<file path="config.mk">
export PLATFORM = sky130hd
export DESIGN_NAME = bsp_top
export DESIGN_NICKNAME = d
export VERILOG_FILES = /design/src/pkg/bsp_pkg.sv /design/src/core/bsp_capture.sv /design/src/core/bsp_top.sv
export SDC_FILE = /design/constraint.sdc
export NUM_CORES = 1
export LEC_CHECK = 0
export ABC_AREA = 0
export BUFFER_PORTS_ARGS = -buffer_cell sky130_fd_sc_hd__buf_4
export CAP_MARGIN = 10
export CORE_ASPECT_RATIO = 2
export CORE_MARGIN = 1.5
export CORE_UTILIZATION = 45
export DETAILED_ROUTE_END_ITERATION = 6
export PLACE_DENSITY = 0.85
export SLEW_MARGIN = 15
export SYNTH_ARGS = -nofsm -noshare
export SYNTH_HDL_FRONTEND = slang
export SYNTH_SLANG_ARGS = --single-unit
</file>
<file path="constraint.sdc">
create_clock -name CLK -period 2.2 [get_ports CLK]
set_clock_uncertainty 0.15 [all_clocks]
set_input_delay 0.66 -clock CLK [delete_from_list [all_inputs] [get_ports CLK]]
set_output_delay 0.66 -clock CLK [all_outputs]
set_load 0.01 [all_outputs]
</file>
<file path="src/pkg/bsp_pkg.sv">
// package: register map, strap field layout, pin mux constants for the strap status block
package bsp_pkg;
  // =====================================================================
  // register map
  localparam logic [31:0] STATUS_ADDR = 32'h01b3f004; // device_strap_status, read only
  localparam logic [31:0] PINCFG_ADDR = 32'h01b3f040; // pin config: gpio enable/dir, video/audio selects
  localparam logic [31:0] STATUS_MASK = 32'h00000c7f; // implemented status bits
  localparam logic [31:0] PINCFG_MASK = 32'h000003f3; // implemented pin config bits, 11:10 and 3:2 unused
  localparam logic [31:0] PINCFG_RST = 32'h00000000; // everything off after reset
  // =====================================================================
  // status field positions
  localparam int ETH_EN_BIT = 11;
  localparam int HPW_BIT = 10;
  localparam int PLL_HI = 6;
  localparam int PLL_LO = 5;
  localparam int BYTE_ORDER_BIT = 4;
  localparam int BOOT_HI = 3;
  localparam int BOOT_LO = 2;
  localparam int EXTCLK_HI = 1;
  localparam int EXTCLK_LO = 0;
  // =====================================================================
  // pin config field positions
  localparam int GP1_EN_BIT = 0;
  localparam int GP2_EN_BIT = 1;
  localparam int GP8_EN_BIT = 4;
  localparam int GP1_DIR_BIT = 5;
  localparam int GP2_DIR_BIT = 6;
  localparam int GP8_DIR_BIT = 7;
  localparam int VP1_EN_BIT = 8;
  localparam int AUD_SEL_BIT = 9;
  // =====================================================================
  // bus answers
  localparam logic [1:0] RESP_OKAY = 2'h0;
  localparam logic [1:0] RESP_SLVERR = 2'h2;
  // upper data pin group owner
  typedef enum logic [2:0] {
    BSP_UPPER_NONE = 3'h1,
    BSP_UPPER_VIDEO = 3'h2,
    BSP_UPPER_AUDIO = 3'h4
  } bsp_upper_type;
endpackage

</file>
<file path="src/core/bsp_capture.sv">
// strap capture register: loads once in the cycle after reset release, then holds
`timescale 1ns/1ns
`default_nettype none
module bsp_capture #(
  parameter int W = 12
) (
  input wire logic clk,
  input wire logic nrst,
  input wire logic [W-1:0] d,
  output logic [W-1:0] q,
  output logic done
);
  // =====================================================================
  // capture: first clock with reset released takes the pins, later pin activity is ignored
  always_ff @(posedge clk) begin
    if (!nrst) begin
      q <= '0;
      done <= 1'b0;
    end else if (!done) begin
      q <= d;
      done <= 1'b1;
    end
  end
endmodule
`default_nettype wire

</file>
<file path="src/core/bsp_top.sv">
// strap status register and shared pin multiplexer behind an axi4-lite slave
`timescale 1ns/1ns
`default_nettype none
// Behaviour
// - reserved status bits read zero, writes ignored
// - bit 11 shows ethernet enable strap
// - bit 10 shows host port width
// - bits 6:5 show cpu pll multiplier
// - bit 4 shows byte order strap
// - bits 3:2 show boot source
// - bits 1:0 show extmem clock source
// - shared pins muxed by software through the pin config register
// - strap pin groups owned by one peripheral
// - clock out pins default, gpio when enabled
// - dac pin default, gpio when enabled
// - video upper pins only when enabled, audio off
// - audio select routes upper pins to audio
module bsp_top (
  input wire logic CLK,
  input wire logic NRST,
  // strap pin levels
  input wire logic ETHERNET_ENABLE_STRAP,
  input wire logic HOST_PORT_WIDTH_SEL,
  input wire logic [1:0] CPU_PLL_MULTIPLIER_SEL,
  input wire logic BYTE_ORDER_STRAP,
  input wire logic [1:0] BOOT_MODE_SEL,
  input wire logic [1:0] EXTMEM_CLOCK_SOURCE_SEL,
  // axi4-lite slave
  input wire logic [31:0] AWADDR,
  input wire logic AWVALID,
  output logic AWREADY,
  input wire logic [31:0] WDATA,
  input wire logic [3:0] WSTRB,
  input wire logic WVALID,
  output logic WREADY,
  output logic [1:0] BRESP,
  output logic BVALID,
  input wire logic BREADY,
  input wire logic [31:0] ARADDR,
  input wire logic ARVALID,
  output logic ARREADY,
  output logic [31:0] RDATA,
  output logic [1:0] RRESP,
  output logic RVALID,
  input wire logic RREADY,
  // peripheral sources for the shared pins
  input wire logic CPU_DIV4_CLOCK_OUT,
  input wire logic CPU_DIV6_CLOCK_OUT,
  input wire logic OSCILLATOR_DAC_OUTPUT,
  input wire logic [2:0] GPIO_OUT,
  input wire logic [7:0] VIDEO_UPPER_OUT,
  input wire logic [7:0] AUDIO_DATA_OUT,
  input wire logic [7:0] AUDIO_DATA_DIR,
  // shared pins: 0 cpu_div4_clock_out/gp1, 1 cpu_div6_clock_out/gp2, 2 dac/gp8
  input wire logic [2:0] MISC_PIN_IN,
  output logic [2:0] MISC_PIN_OUT,
  output logic [2:0] MISC_PIN_OE_N,
  input wire logic [7:0] UPPER_PIN_IN,
  output logic [7:0] UPPER_PIN_OUT,
  output logic [7:0] UPPER_PIN_OE_N,
  // pin input returns and owner flags
  output logic [2:0] GPIO_IN,
  output logic [7:0] VIDEO_UPPER_IN,
  output logic [7:0] AUDIO_DATA_IN,
  output logic ETHERNET_CONTROLLER_EN,
  output logic VIDEO_UPPER_ACTIVE,
  output logic AUDIO_PORT_ACTIVE
);
  // =====================================================================
  // strap capture
  logic [11:0] strap_bus; // raw pin levels packed in status order
  logic [11:0] strap_q; // captured copy
  logic strap_done; // capture has happened
  logic [31:0] status_word; // read value of device_strap_status
  logic [31:0] pincfg_r; // software pin configuration

  always_comb begin
    strap_bus = '0;
    strap_bus[bsp_pkg::ETH_EN_BIT] = ETHERNET_ENABLE_STRAP;
    strap_bus[bsp_pkg::HPW_BIT] = HOST_PORT_WIDTH_SEL;
    strap_bus[bsp_pkg::PLL_HI:bsp_pkg::PLL_LO] = CPU_PLL_MULTIPLIER_SEL;
    strap_bus[bsp_pkg::BYTE_ORDER_BIT] = BYTE_ORDER_STRAP;
    strap_bus[bsp_pkg::BOOT_HI:bsp_pkg::BOOT_LO] = BOOT_MODE_SEL;
    strap_bus[bsp_pkg::EXTCLK_HI:bsp_pkg::EXTCLK_LO] = EXTMEM_CLOCK_SOURCE_SEL;
  end

  // one capture register keeps every strap field in step
  bsp_capture #(.W(12)) u_capture (
    .clk(CLK),
    .nrst(NRST),
    .d(strap_bus),
    .q(strap_q),
    .done(strap_done)
  );

  // =====================================================================
  // status word: fields placed at their bit positions, reserved bits forced low
  always_comb begin
    status_word = '0;
    status_word[bsp_pkg::ETH_EN_BIT] = strap_q[bsp_pkg::ETH_EN_BIT];
    status_word[bsp_pkg::HPW_BIT] = strap_q[bsp_pkg::HPW_BIT];
    status_word[bsp_pkg::PLL_HI:bsp_pkg::PLL_LO] = strap_q[bsp_pkg::PLL_HI:bsp_pkg::PLL_LO];
    status_word[bsp_pkg::BYTE_ORDER_BIT] = strap_q[bsp_pkg::BYTE_ORDER_BIT];
    status_word[bsp_pkg::BOOT_HI:bsp_pkg::BOOT_LO] = strap_q[bsp_pkg::BOOT_HI:bsp_pkg::BOOT_LO];
    status_word[bsp_pkg::EXTCLK_HI:bsp_pkg::EXTCLK_LO] = strap_q[bsp_pkg::EXTCLK_HI:bsp_pkg::EXTCLK_LO];
    status_word = status_word & bsp_pkg::STATUS_MASK;
  end

  // =====================================================================
  // axi4-lite write channel: takes address and data in either order
  logic aw_held_r; // address taken, waiting for data
  logic w_held_r; // data taken, waiting for address
  logic [31:0] awaddr_r; // latched write address
  logic [31:0] wdata_r; // latched write data
  logic [3:0] wstrb_r; // latched strobes
  logic aw_take; // address handshake this cycle
  logic w_take; // data handshake this cycle
  logic wr_go; // both halves present, commit now

  assign aw_take = AWVALID && AWREADY;
  assign w_take = WVALID && WREADY;
  assign wr_go = (aw_held_r || aw_take) && (w_held_r || w_take) && !BVALID;

  // address half
  always_ff @(posedge CLK) begin
    if (!NRST) begin
      AWREADY <= 1'b0;
      aw_held_r <= 1'b0;
      awaddr_r <= '0;
    end else begin
      if (aw_take) begin
        awaddr_r <= AWADDR;
      end
      if (wr_go) begin
        aw_held_r <= 1'b0;
        AWREADY <= 1'b0; // reopened after the response is taken
      end else if (aw_take) begin
        aw_held_r <= 1'b1;
        AWREADY <= 1'b0;
      end else if (!aw_held_r && !BVALID) begin
        AWREADY <= 1'b1;
      end
    end
  end

  // data half
  always_ff @(posedge CLK) begin
    if (!NRST) begin
      WREADY <= 1'b0;
      w_held_r <= 1'b0;
      wdata_r <= '0;
      wstrb_r <= '0;
    end else begin
      if (w_take) begin
        wdata_r <= WDATA;
        wstrb_r <= WSTRB;
      end
      if (wr_go) begin
        w_held_r <= 1'b0;
        WREADY <= 1'b0;
      end else if (w_take) begin
        w_held_r <= 1'b1;
        WREADY <= 1'b0;
      end else if (!w_held_r && !BVALID) begin
        WREADY <= 1'b1;
      end
    end
  end

  // commit: pick fresh or held halves
  logic [31:0] wr_addr; // effective write address
  logic [31:0] wr_data; // effective write data
  logic [3:0] wr_strb; // effective strobes
  logic [31:0] wr_bytes; // strobes expanded to a bit mask
  assign wr_addr = aw_take ? AWADDR : awaddr_r;
  assign wr_data = w_take ? WDATA : wdata_r;
  assign wr_strb = w_take ? WSTRB : wstrb_r;
  assign wr_bytes = {{8{wr_strb[3]}}, {8{wr_strb[2]}}, {8{wr_strb[1]}}, {8{wr_strb[0]}}};

  // pin configuration register; writing the status register is accepted but changes nothing
  // software is expected to program this once at init; a later change switches pins live
  always_ff @(posedge CLK) begin
    if (!NRST) begin
      pincfg_r <= bsp_pkg::PINCFG_RST;
    end else if (wr_go && wr_addr == bsp_pkg::PINCFG_ADDR) begin
      pincfg_r <= ((pincfg_r & ~wr_bytes) | (wr_data & wr_bytes)) & bsp_pkg::PINCFG_MASK;
    end
  end

  // write response: status write is okay but ignored, unmapped gets slverr
  always_ff @(posedge CLK) begin
    if (!NRST) begin
      BVALID <= 1'b0;
      BRESP <= bsp_pkg::RESP_OKAY;
    end else if (wr_go) begin
      BVALID <= 1'b1;
      if (wr_addr == bsp_pkg::STATUS_ADDR) begin
        BRESP <= bsp_pkg::RESP_OKAY;
      end else if (wr_addr == bsp_pkg::PINCFG_ADDR) begin
        BRESP <= bsp_pkg::RESP_OKAY;
      end else begin
        BRESP <= bsp_pkg::RESP_SLVERR;
      end
    end else if (BVALID && BREADY) begin
      BVALID <= 1'b0;
    end
  end

  // =====================================================================
  // axi4-lite read channel: one read at a time, answer one cycle after the address
  always_ff @(posedge CLK) begin
    if (!NRST) begin
      ARREADY <= 1'b0;
      RVALID <= 1'b0;
      RDATA <= '0;
      RRESP <= bsp_pkg::RESP_OKAY;
    end else if (ARVALID && ARREADY) begin
      ARREADY <= 1'b0;
      RVALID <= 1'b1;
      if (ARADDR == bsp_pkg::STATUS_ADDR) begin
        RDATA <= status_word;
        RRESP <= bsp_pkg::RESP_OKAY;
      end else if (ARADDR == bsp_pkg::PINCFG_ADDR) begin
        RDATA <= pincfg_r;
        RRESP <= bsp_pkg::RESP_OKAY;
      end else begin
        RDATA <= '0;
        RRESP <= bsp_pkg::RESP_SLVERR;
      end
    end else if (RVALID) begin
      if (RREADY) begin
        RVALID <= 1'b0;
      end
    end else begin
      ARREADY <= 1'b1;
    end
  end

  // =====================================================================
  // pin multiplexing
  logic [2:0] gp_en; // gpio enable per shared pin
  logic [2:0] gp_dir; // gpio direction per shared pin, 1 = output
  logic [2:0] dflt_out; // default function per shared pin
  logic [2:0] misc_out_nxt;
  logic [2:0] misc_oe_n_nxt;
  bsp_pkg::bsp_upper_type upper_own; // owner of the upper data pins
  assign gp_en = {pincfg_r[bsp_pkg::GP8_EN_BIT], pincfg_r[bsp_pkg::GP2_EN_BIT], pincfg_r[bsp_pkg::GP1_EN_BIT]};
  assign gp_dir = {pincfg_r[bsp_pkg::GP8_DIR_BIT], pincfg_r[bsp_pkg::GP2_DIR_BIT], pincfg_r[bsp_pkg::GP1_DIR_BIT]};
  assign dflt_out = {OSCILLATOR_DAC_OUTPUT, CPU_DIV6_CLOCK_OUT, CPU_DIV4_CLOCK_OUT};

  // clock and dac pins: default function unless gpio is enabled
  always_comb begin
    for (int i = 0; i < 3; i++) begin
      if (gp_en[i]) begin
        misc_out_nxt[i] = GPIO_OUT[i];
        misc_oe_n_nxt[i] = !gp_dir[i];
      end else begin
        misc_out_nxt[i] = dflt_out[i];
        misc_oe_n_nxt[i] = 1'b0;
      end
    end
  end

  // upper data pins: audio select wins, video only when enabled, else unowned
  always_comb begin
    if (pincfg_r[bsp_pkg::AUD_SEL_BIT]) begin
      upper_own = bsp_pkg::BSP_UPPER_AUDIO;
    end else if (pincfg_r[bsp_pkg::VP1_EN_BIT]) begin
      upper_own = bsp_pkg::BSP_UPPER_VIDEO;
    end else begin
      upper_own = bsp_pkg::BSP_UPPER_NONE;
    end
  end

  // registered pin drive; pins stay undriven until straps are captured
  always_ff @(posedge CLK) begin
    if (!NRST) begin
      MISC_PIN_OUT <= '0;
      MISC_PIN_OE_N <= '1;
      UPPER_PIN_OUT <= '0;
      UPPER_PIN_OE_N <= '1;
      VIDEO_UPPER_ACTIVE <= 1'b0;
      AUDIO_PORT_ACTIVE <= 1'b0;
    end else begin
      MISC_PIN_OUT <= misc_out_nxt;
      MISC_PIN_OE_N <= strap_done ? misc_oe_n_nxt : '1;
      VIDEO_UPPER_ACTIVE <= (upper_own == bsp_pkg::BSP_UPPER_VIDEO);
      AUDIO_PORT_ACTIVE <= (upper_own == bsp_pkg::BSP_UPPER_AUDIO);
      case (upper_own)
        bsp_pkg::BSP_UPPER_AUDIO: begin
          UPPER_PIN_OUT <= AUDIO_DATA_OUT;
          UPPER_PIN_OE_N <= ~AUDIO_DATA_DIR;
        end
        bsp_pkg::BSP_UPPER_VIDEO: begin
          UPPER_PIN_OUT <= VIDEO_UPPER_OUT;
          UPPER_PIN_OE_N <= '1; // video capture: input only here
        end
        default: begin
          UPPER_PIN_OUT <= '0;
          UPPER_PIN_OE_N <= '1;
        end
      endcase
    end
  end

  // input returns, gated by owner so an idle peripheral sees zeros
  always_ff @(posedge CLK) begin
    if (!NRST) begin
      GPIO_IN <= '0;
      VIDEO_UPPER_IN <= '0;
      AUDIO_DATA_IN <= '0;
      ETHERNET_CONTROLLER_EN <= 1'b0;
    end else begin
      GPIO_IN <= MISC_PIN_IN & gp_en;
      VIDEO_UPPER_IN <= (upper_own == bsp_pkg::BSP_UPPER_VIDEO) ? UPPER_PIN_IN : '0;
      AUDIO_DATA_IN <= (upper_own == bsp_pkg::BSP_UPPER_AUDIO) ? UPPER_PIN_IN : '0;
      ETHERNET_CONTROLLER_EN <= strap_q[bsp_pkg::ETH_EN_BIT];
    end
  end

  // =====================================================================
  // checks
  chk_reserved_zero: assert property (@(posedge CLK) disable iff (!NRST)
    RVALID |-> ((RDATA & ~bsp_pkg::STATUS_MASK & ~bsp_pkg::PINCFG_MASK) == 32'h0))
    else $error("reserved read bits not zero");
  chk_status_eth_bit: assert property (@(posedge CLK) disable iff (!NRST)
    (ARVALID && ARREADY && ARADDR == bsp_pkg::STATUS_ADDR) |=>
    RDATA[bsp_pkg::ETH_EN_BIT] == strap_q[bsp_pkg::ETH_EN_BIT])
    else $error("ethernet status bit wrong");
  chk_status_reserved: assert property (@(posedge CLK) disable iff (!NRST)
    (ARVALID && ARREADY && ARADDR == bsp_pkg::STATUS_ADDR) |=> ((RDATA & ~bsp_pkg::STATUS_MASK) == 32'h0))
    else $error("status reserved bits not zero");
  chk_status_pll_field: assert property (@(posedge CLK) disable iff (!NRST)
    (ARVALID && ARREADY && ARADDR == bsp_pkg::STATUS_ADDR) |=>
    RDATA[bsp_pkg::PLL_HI:bsp_pkg::PLL_LO] == strap_q[bsp_pkg::PLL_HI:bsp_pkg::PLL_LO])
    else $error("pll multiplier field wrong");
  chk_strap_hold: assert property (@(posedge CLK) disable iff (!NRST)
    $past(strap_done) |-> $stable(strap_q))
    else $error("strap capture changed after reset");
  chk_misc_gpio_mode: assert property (@(posedge CLK) disable iff (!NRST)
    (strap_done && gp_en[0] && !gp_dir[0]) |=> MISC_PIN_OE_N[0])
    else $error("gpio input pin driven");
  chk_dac_default_drive: assert property (@(posedge CLK) disable iff (!NRST)
    (strap_done && !gp_en[2]) |=> (!MISC_PIN_OE_N[2] && MISC_PIN_OUT[2] == $past(OSCILLATOR_DAC_OUTPUT)))
    else $error("dac pin not driven by dac");
  chk_upper_exclusive: assert property (@(posedge CLK) disable iff (!NRST)
    !(VIDEO_UPPER_ACTIVE && AUDIO_PORT_ACTIVE))
    else $error("upper pins owned twice");
  chk_audio_select_wins: assert property (@(posedge CLK) disable iff (!NRST)
    pincfg_r[bsp_pkg::AUD_SEL_BIT] |=> (AUDIO_PORT_ACTIVE && !VIDEO_UPPER_ACTIVE))
    else $error("audio select did not take pins");
endmodule
`default_nettype wire

</file>
==> run summary <==
Area growth syn-to-layout = 47.1%
die height = 148 µm
antenna viol nets, final = 0
Overall Global Routing Usage = 0.226
Fmax = 469 MHz
status = complete, no violations
Stages on worst setup path = 6
Worst Setup SP = AWADDR[9]
Clock Path Buffers = 2
Via density = 5.00
Max VDD drop = 0.000644 V
Critical Path Max Stage Delay = 0.40 ns
r2r startpoint = AWREADY
# DRC = 0
final hold violation count = 0
Synth warnings = 0
HPWL after detailed placement = 9.48 mm
critical path fanouts, max = 6
top layer in use = met4
largest net degree at the start of global routing = 39
FFs w/ async S/R, synth = 0
Non-Filler Instances = 834
share of post-route cells with drive strength above 1 = 0.368
max_cap viols = 0
Placer Congestion = 0.797
Syn Inst Count = 486
worst min path class = in -> reg
Final period util = 0.968
cell accounting for the most synthesized area = dfxtp_1
share of Yosys cell area claimed by the top area cell type = 0.528
TritonRoute pass-1 iters = 4
Least-Margin Pin Slew = 0.558 ns
Initial Util = 0.467
dpl cells = 802
total power = 6000 µW
Setup Crit Path Kind = in -> reg
Met3 Wirelength = 762 µm
Rel. slew slack = 0.627
CP Buf/Inv Count = 1
antenna fix cells = 0
Clock transition at path regs = 0.06 ns
Post-Route WL = 12.5 mm
Routed met1 length = 4.02 mm
die area = 11200 µm²
DR iter-0 viols = 133
Synth Cell Area = 4740 µm²
worst skew pair latency = 0.40 ns
CTS tree = done
Cell Rows = 52
Worst EP required = 2.34 ns
via count = 4173
RSZ-0062 raised after global routing = no
layout filler cell count = 826
post-route setup slack = 0.0700 ns
power density cells = 862 nW/µm²
DIE WIDTH = 75.6 µm
total gr overflow = 0
post-place setup slack = -0.392 ns
mean post-synth cell area = 9.75 µm²
postcts setup bufs = 0
CP top delay family = simple AND/OR/NAND/NOR gates
Slew Viols, Final = 0
antenna violations before repair = 0
Slowest cell on crit path = nor4_1
Top FF cell, synth = dfxtp_1
worst path cell trace = buf_4 -> nor4_1 -> nand4_1 -> o22ai_2 -> nand4b_2 -> mux2_2
NumNets Final = 843
R2R Setup Slk = 0.25 ns
Seq/Total Area, Yosys = 0.528
buffers added on ports = 193
first-pass GRT wire length = 19.3 mm
CTS resizes = 0
Ports = 242
Worst Setup End Kind = flop
WL met2 = 7.51 mm
Placeable Area = 10100 µm²
Synth cell types = 42
Period minus WS final = 2.13 ns
top post-synthesis cells by area = dfxtp_1, nand2_1, a21boi_0
CTS buffer count = 17
EDFF count, synth = 0
Post-CTS Hold Buffers = 0
P_leak = 0.00312 µW
flops & latches, synth = 125
Sink Count = 125
vias in the first global route = 4288
final setup fails = 0
Root Driver = clkbuf_16
H-tree depth = 4
DR WL/cell = 15.0 µm
critical path arrival = 2.27 ns
CP startpoint kind = primary input
FF-to-FF path depth = 5
-- cells in the final DEF (no fill, tap or decap), types with 3 or more instances in the layout --
cell type   Yosys  layout
nor4bb_1        3       3
conb_1          1      22
a22oi_1         6       6
bufinv_16       0       5
nor2_1          9       9
and2_1         19      19
a21oi_1         3       3
inv_1           6       6
nand4_1         7       7
nand2b_1        5       5
mux2i_1        15      15
and3_1         12      12
nor4b_1         3       3
a32oi_1         6       6
buf_4          23     208
dfxtp_1       125     125
clkinvlp_4      0       4
o21ai_0         7       7
mux2_2          8       8
nand3_1         9       9
nor2b_1        27      27
nor4_1          9       9
a22o_1         13      13
nand2_1        86      86
a21boi_0       40      40
clkbuf_16       0      17
-- state kept, by name (all words and copies together), names as in the netlist, 8 cells and up, named ones only --
register	flops
AUDIO_DATA_IN	8
RDATA	12
UPPER_PIN_OE_N	8
UPPER_PIN_OUT	8
VIDEO_UPPER_IN	8
awaddr_r	32
u_capture.q	9
wdata_r	8
-- cells in the mapped netlist (7+ instances only) --
cell	number
nand4_1	7
dfxtp_1	125
mux2_2	8
a21boi_0	40
nand3_1	9
and3_1	12
nor4_1	9
o21ai_0	7
nor2b_1	27
mux2i_1	15
a22o_1	13
buf_4	23
nor2_1	9
clkbuf_1	18
nand2_1	86
and2_1	19
-- stage by stage --
step,cell area [µm²],utilization,hold slack [ns],setup TNS [ns]
floorplan,4820,-,0.275,0
global placement,6300,0.620,0.293,-2.56
detailed placement,6300,0.620,0.304,-3.67
CTS,6960,0.686,0.243,0
global route,6970,0.687,0.253,0
finish,6970,0.687,0.258,0
-- power breakdown --
part | switching (µW) | total (µW) | internal, µW
sequential | 50.3 | 2400 | 2350
clock | 1000 | 3080 | 2080
combinational | 242 | 530 | 288
total | 1290 | 6000 | 4710
-- worst min path at each step --
| stage | start | to | depth (start not counted) |
|---|---|---|---|
| after floorplan | flop | MISC_PIN_OE_N[2] | 1 |
| after global placement | RDATA[9] | RDATA[9] | 2 |
| after detailed placement | RVALID | ARREADY | 1 |
| after CTS | AUDIO_DATA_DIR[6] | UPPER_PIN_OE_N[6] | 2 |
| after global routing | AUDIO_DATA_DIR[6] | UPPER_PIN_OE_N[6] | 2 |
| final | AUDIO_DATA_DIR[6] | UPPER_PIN_OE_N[6] | 2 |
-- logic make-up (layout without fill, tap and decap cells) --
family	count (synthesis)	after routing	share of synthesized area
simple gates	200	200	0.227
flops	125	125	0.528
compound gates	80	80	0.125
buf+inv	56	248	0.0658
mux	23	23	0.0507
other cells	1	22	0.000792
xor+xnor	1	1	0.00185
-- per-layer routing --
metal / vias to the layer above / track usage
met3: 21 / 0.0522
met1: 1973 / 0.204
met4: 0 / 0.100
met2: 156 / 0.443
met5: - / 0
li1: 2023 / -
-- layout make-up --
type | count | area, µm² | area share
Multi-Input combinational cell | 326 | 2010 | 0.288
Tap cell | 135 | 169 | 0.0242
Inverter | 6 | 22.5 | 0.00323
Clock inverter | 13 | 211 | 0.0303
Clock buffer | 19 | 453 | 0.0650
Timing Repair Buffer | 210 | 1600 | 0.230
Sequential cell | 125 | 2500 | 0.359
Power figures use the tool's default switching activity.
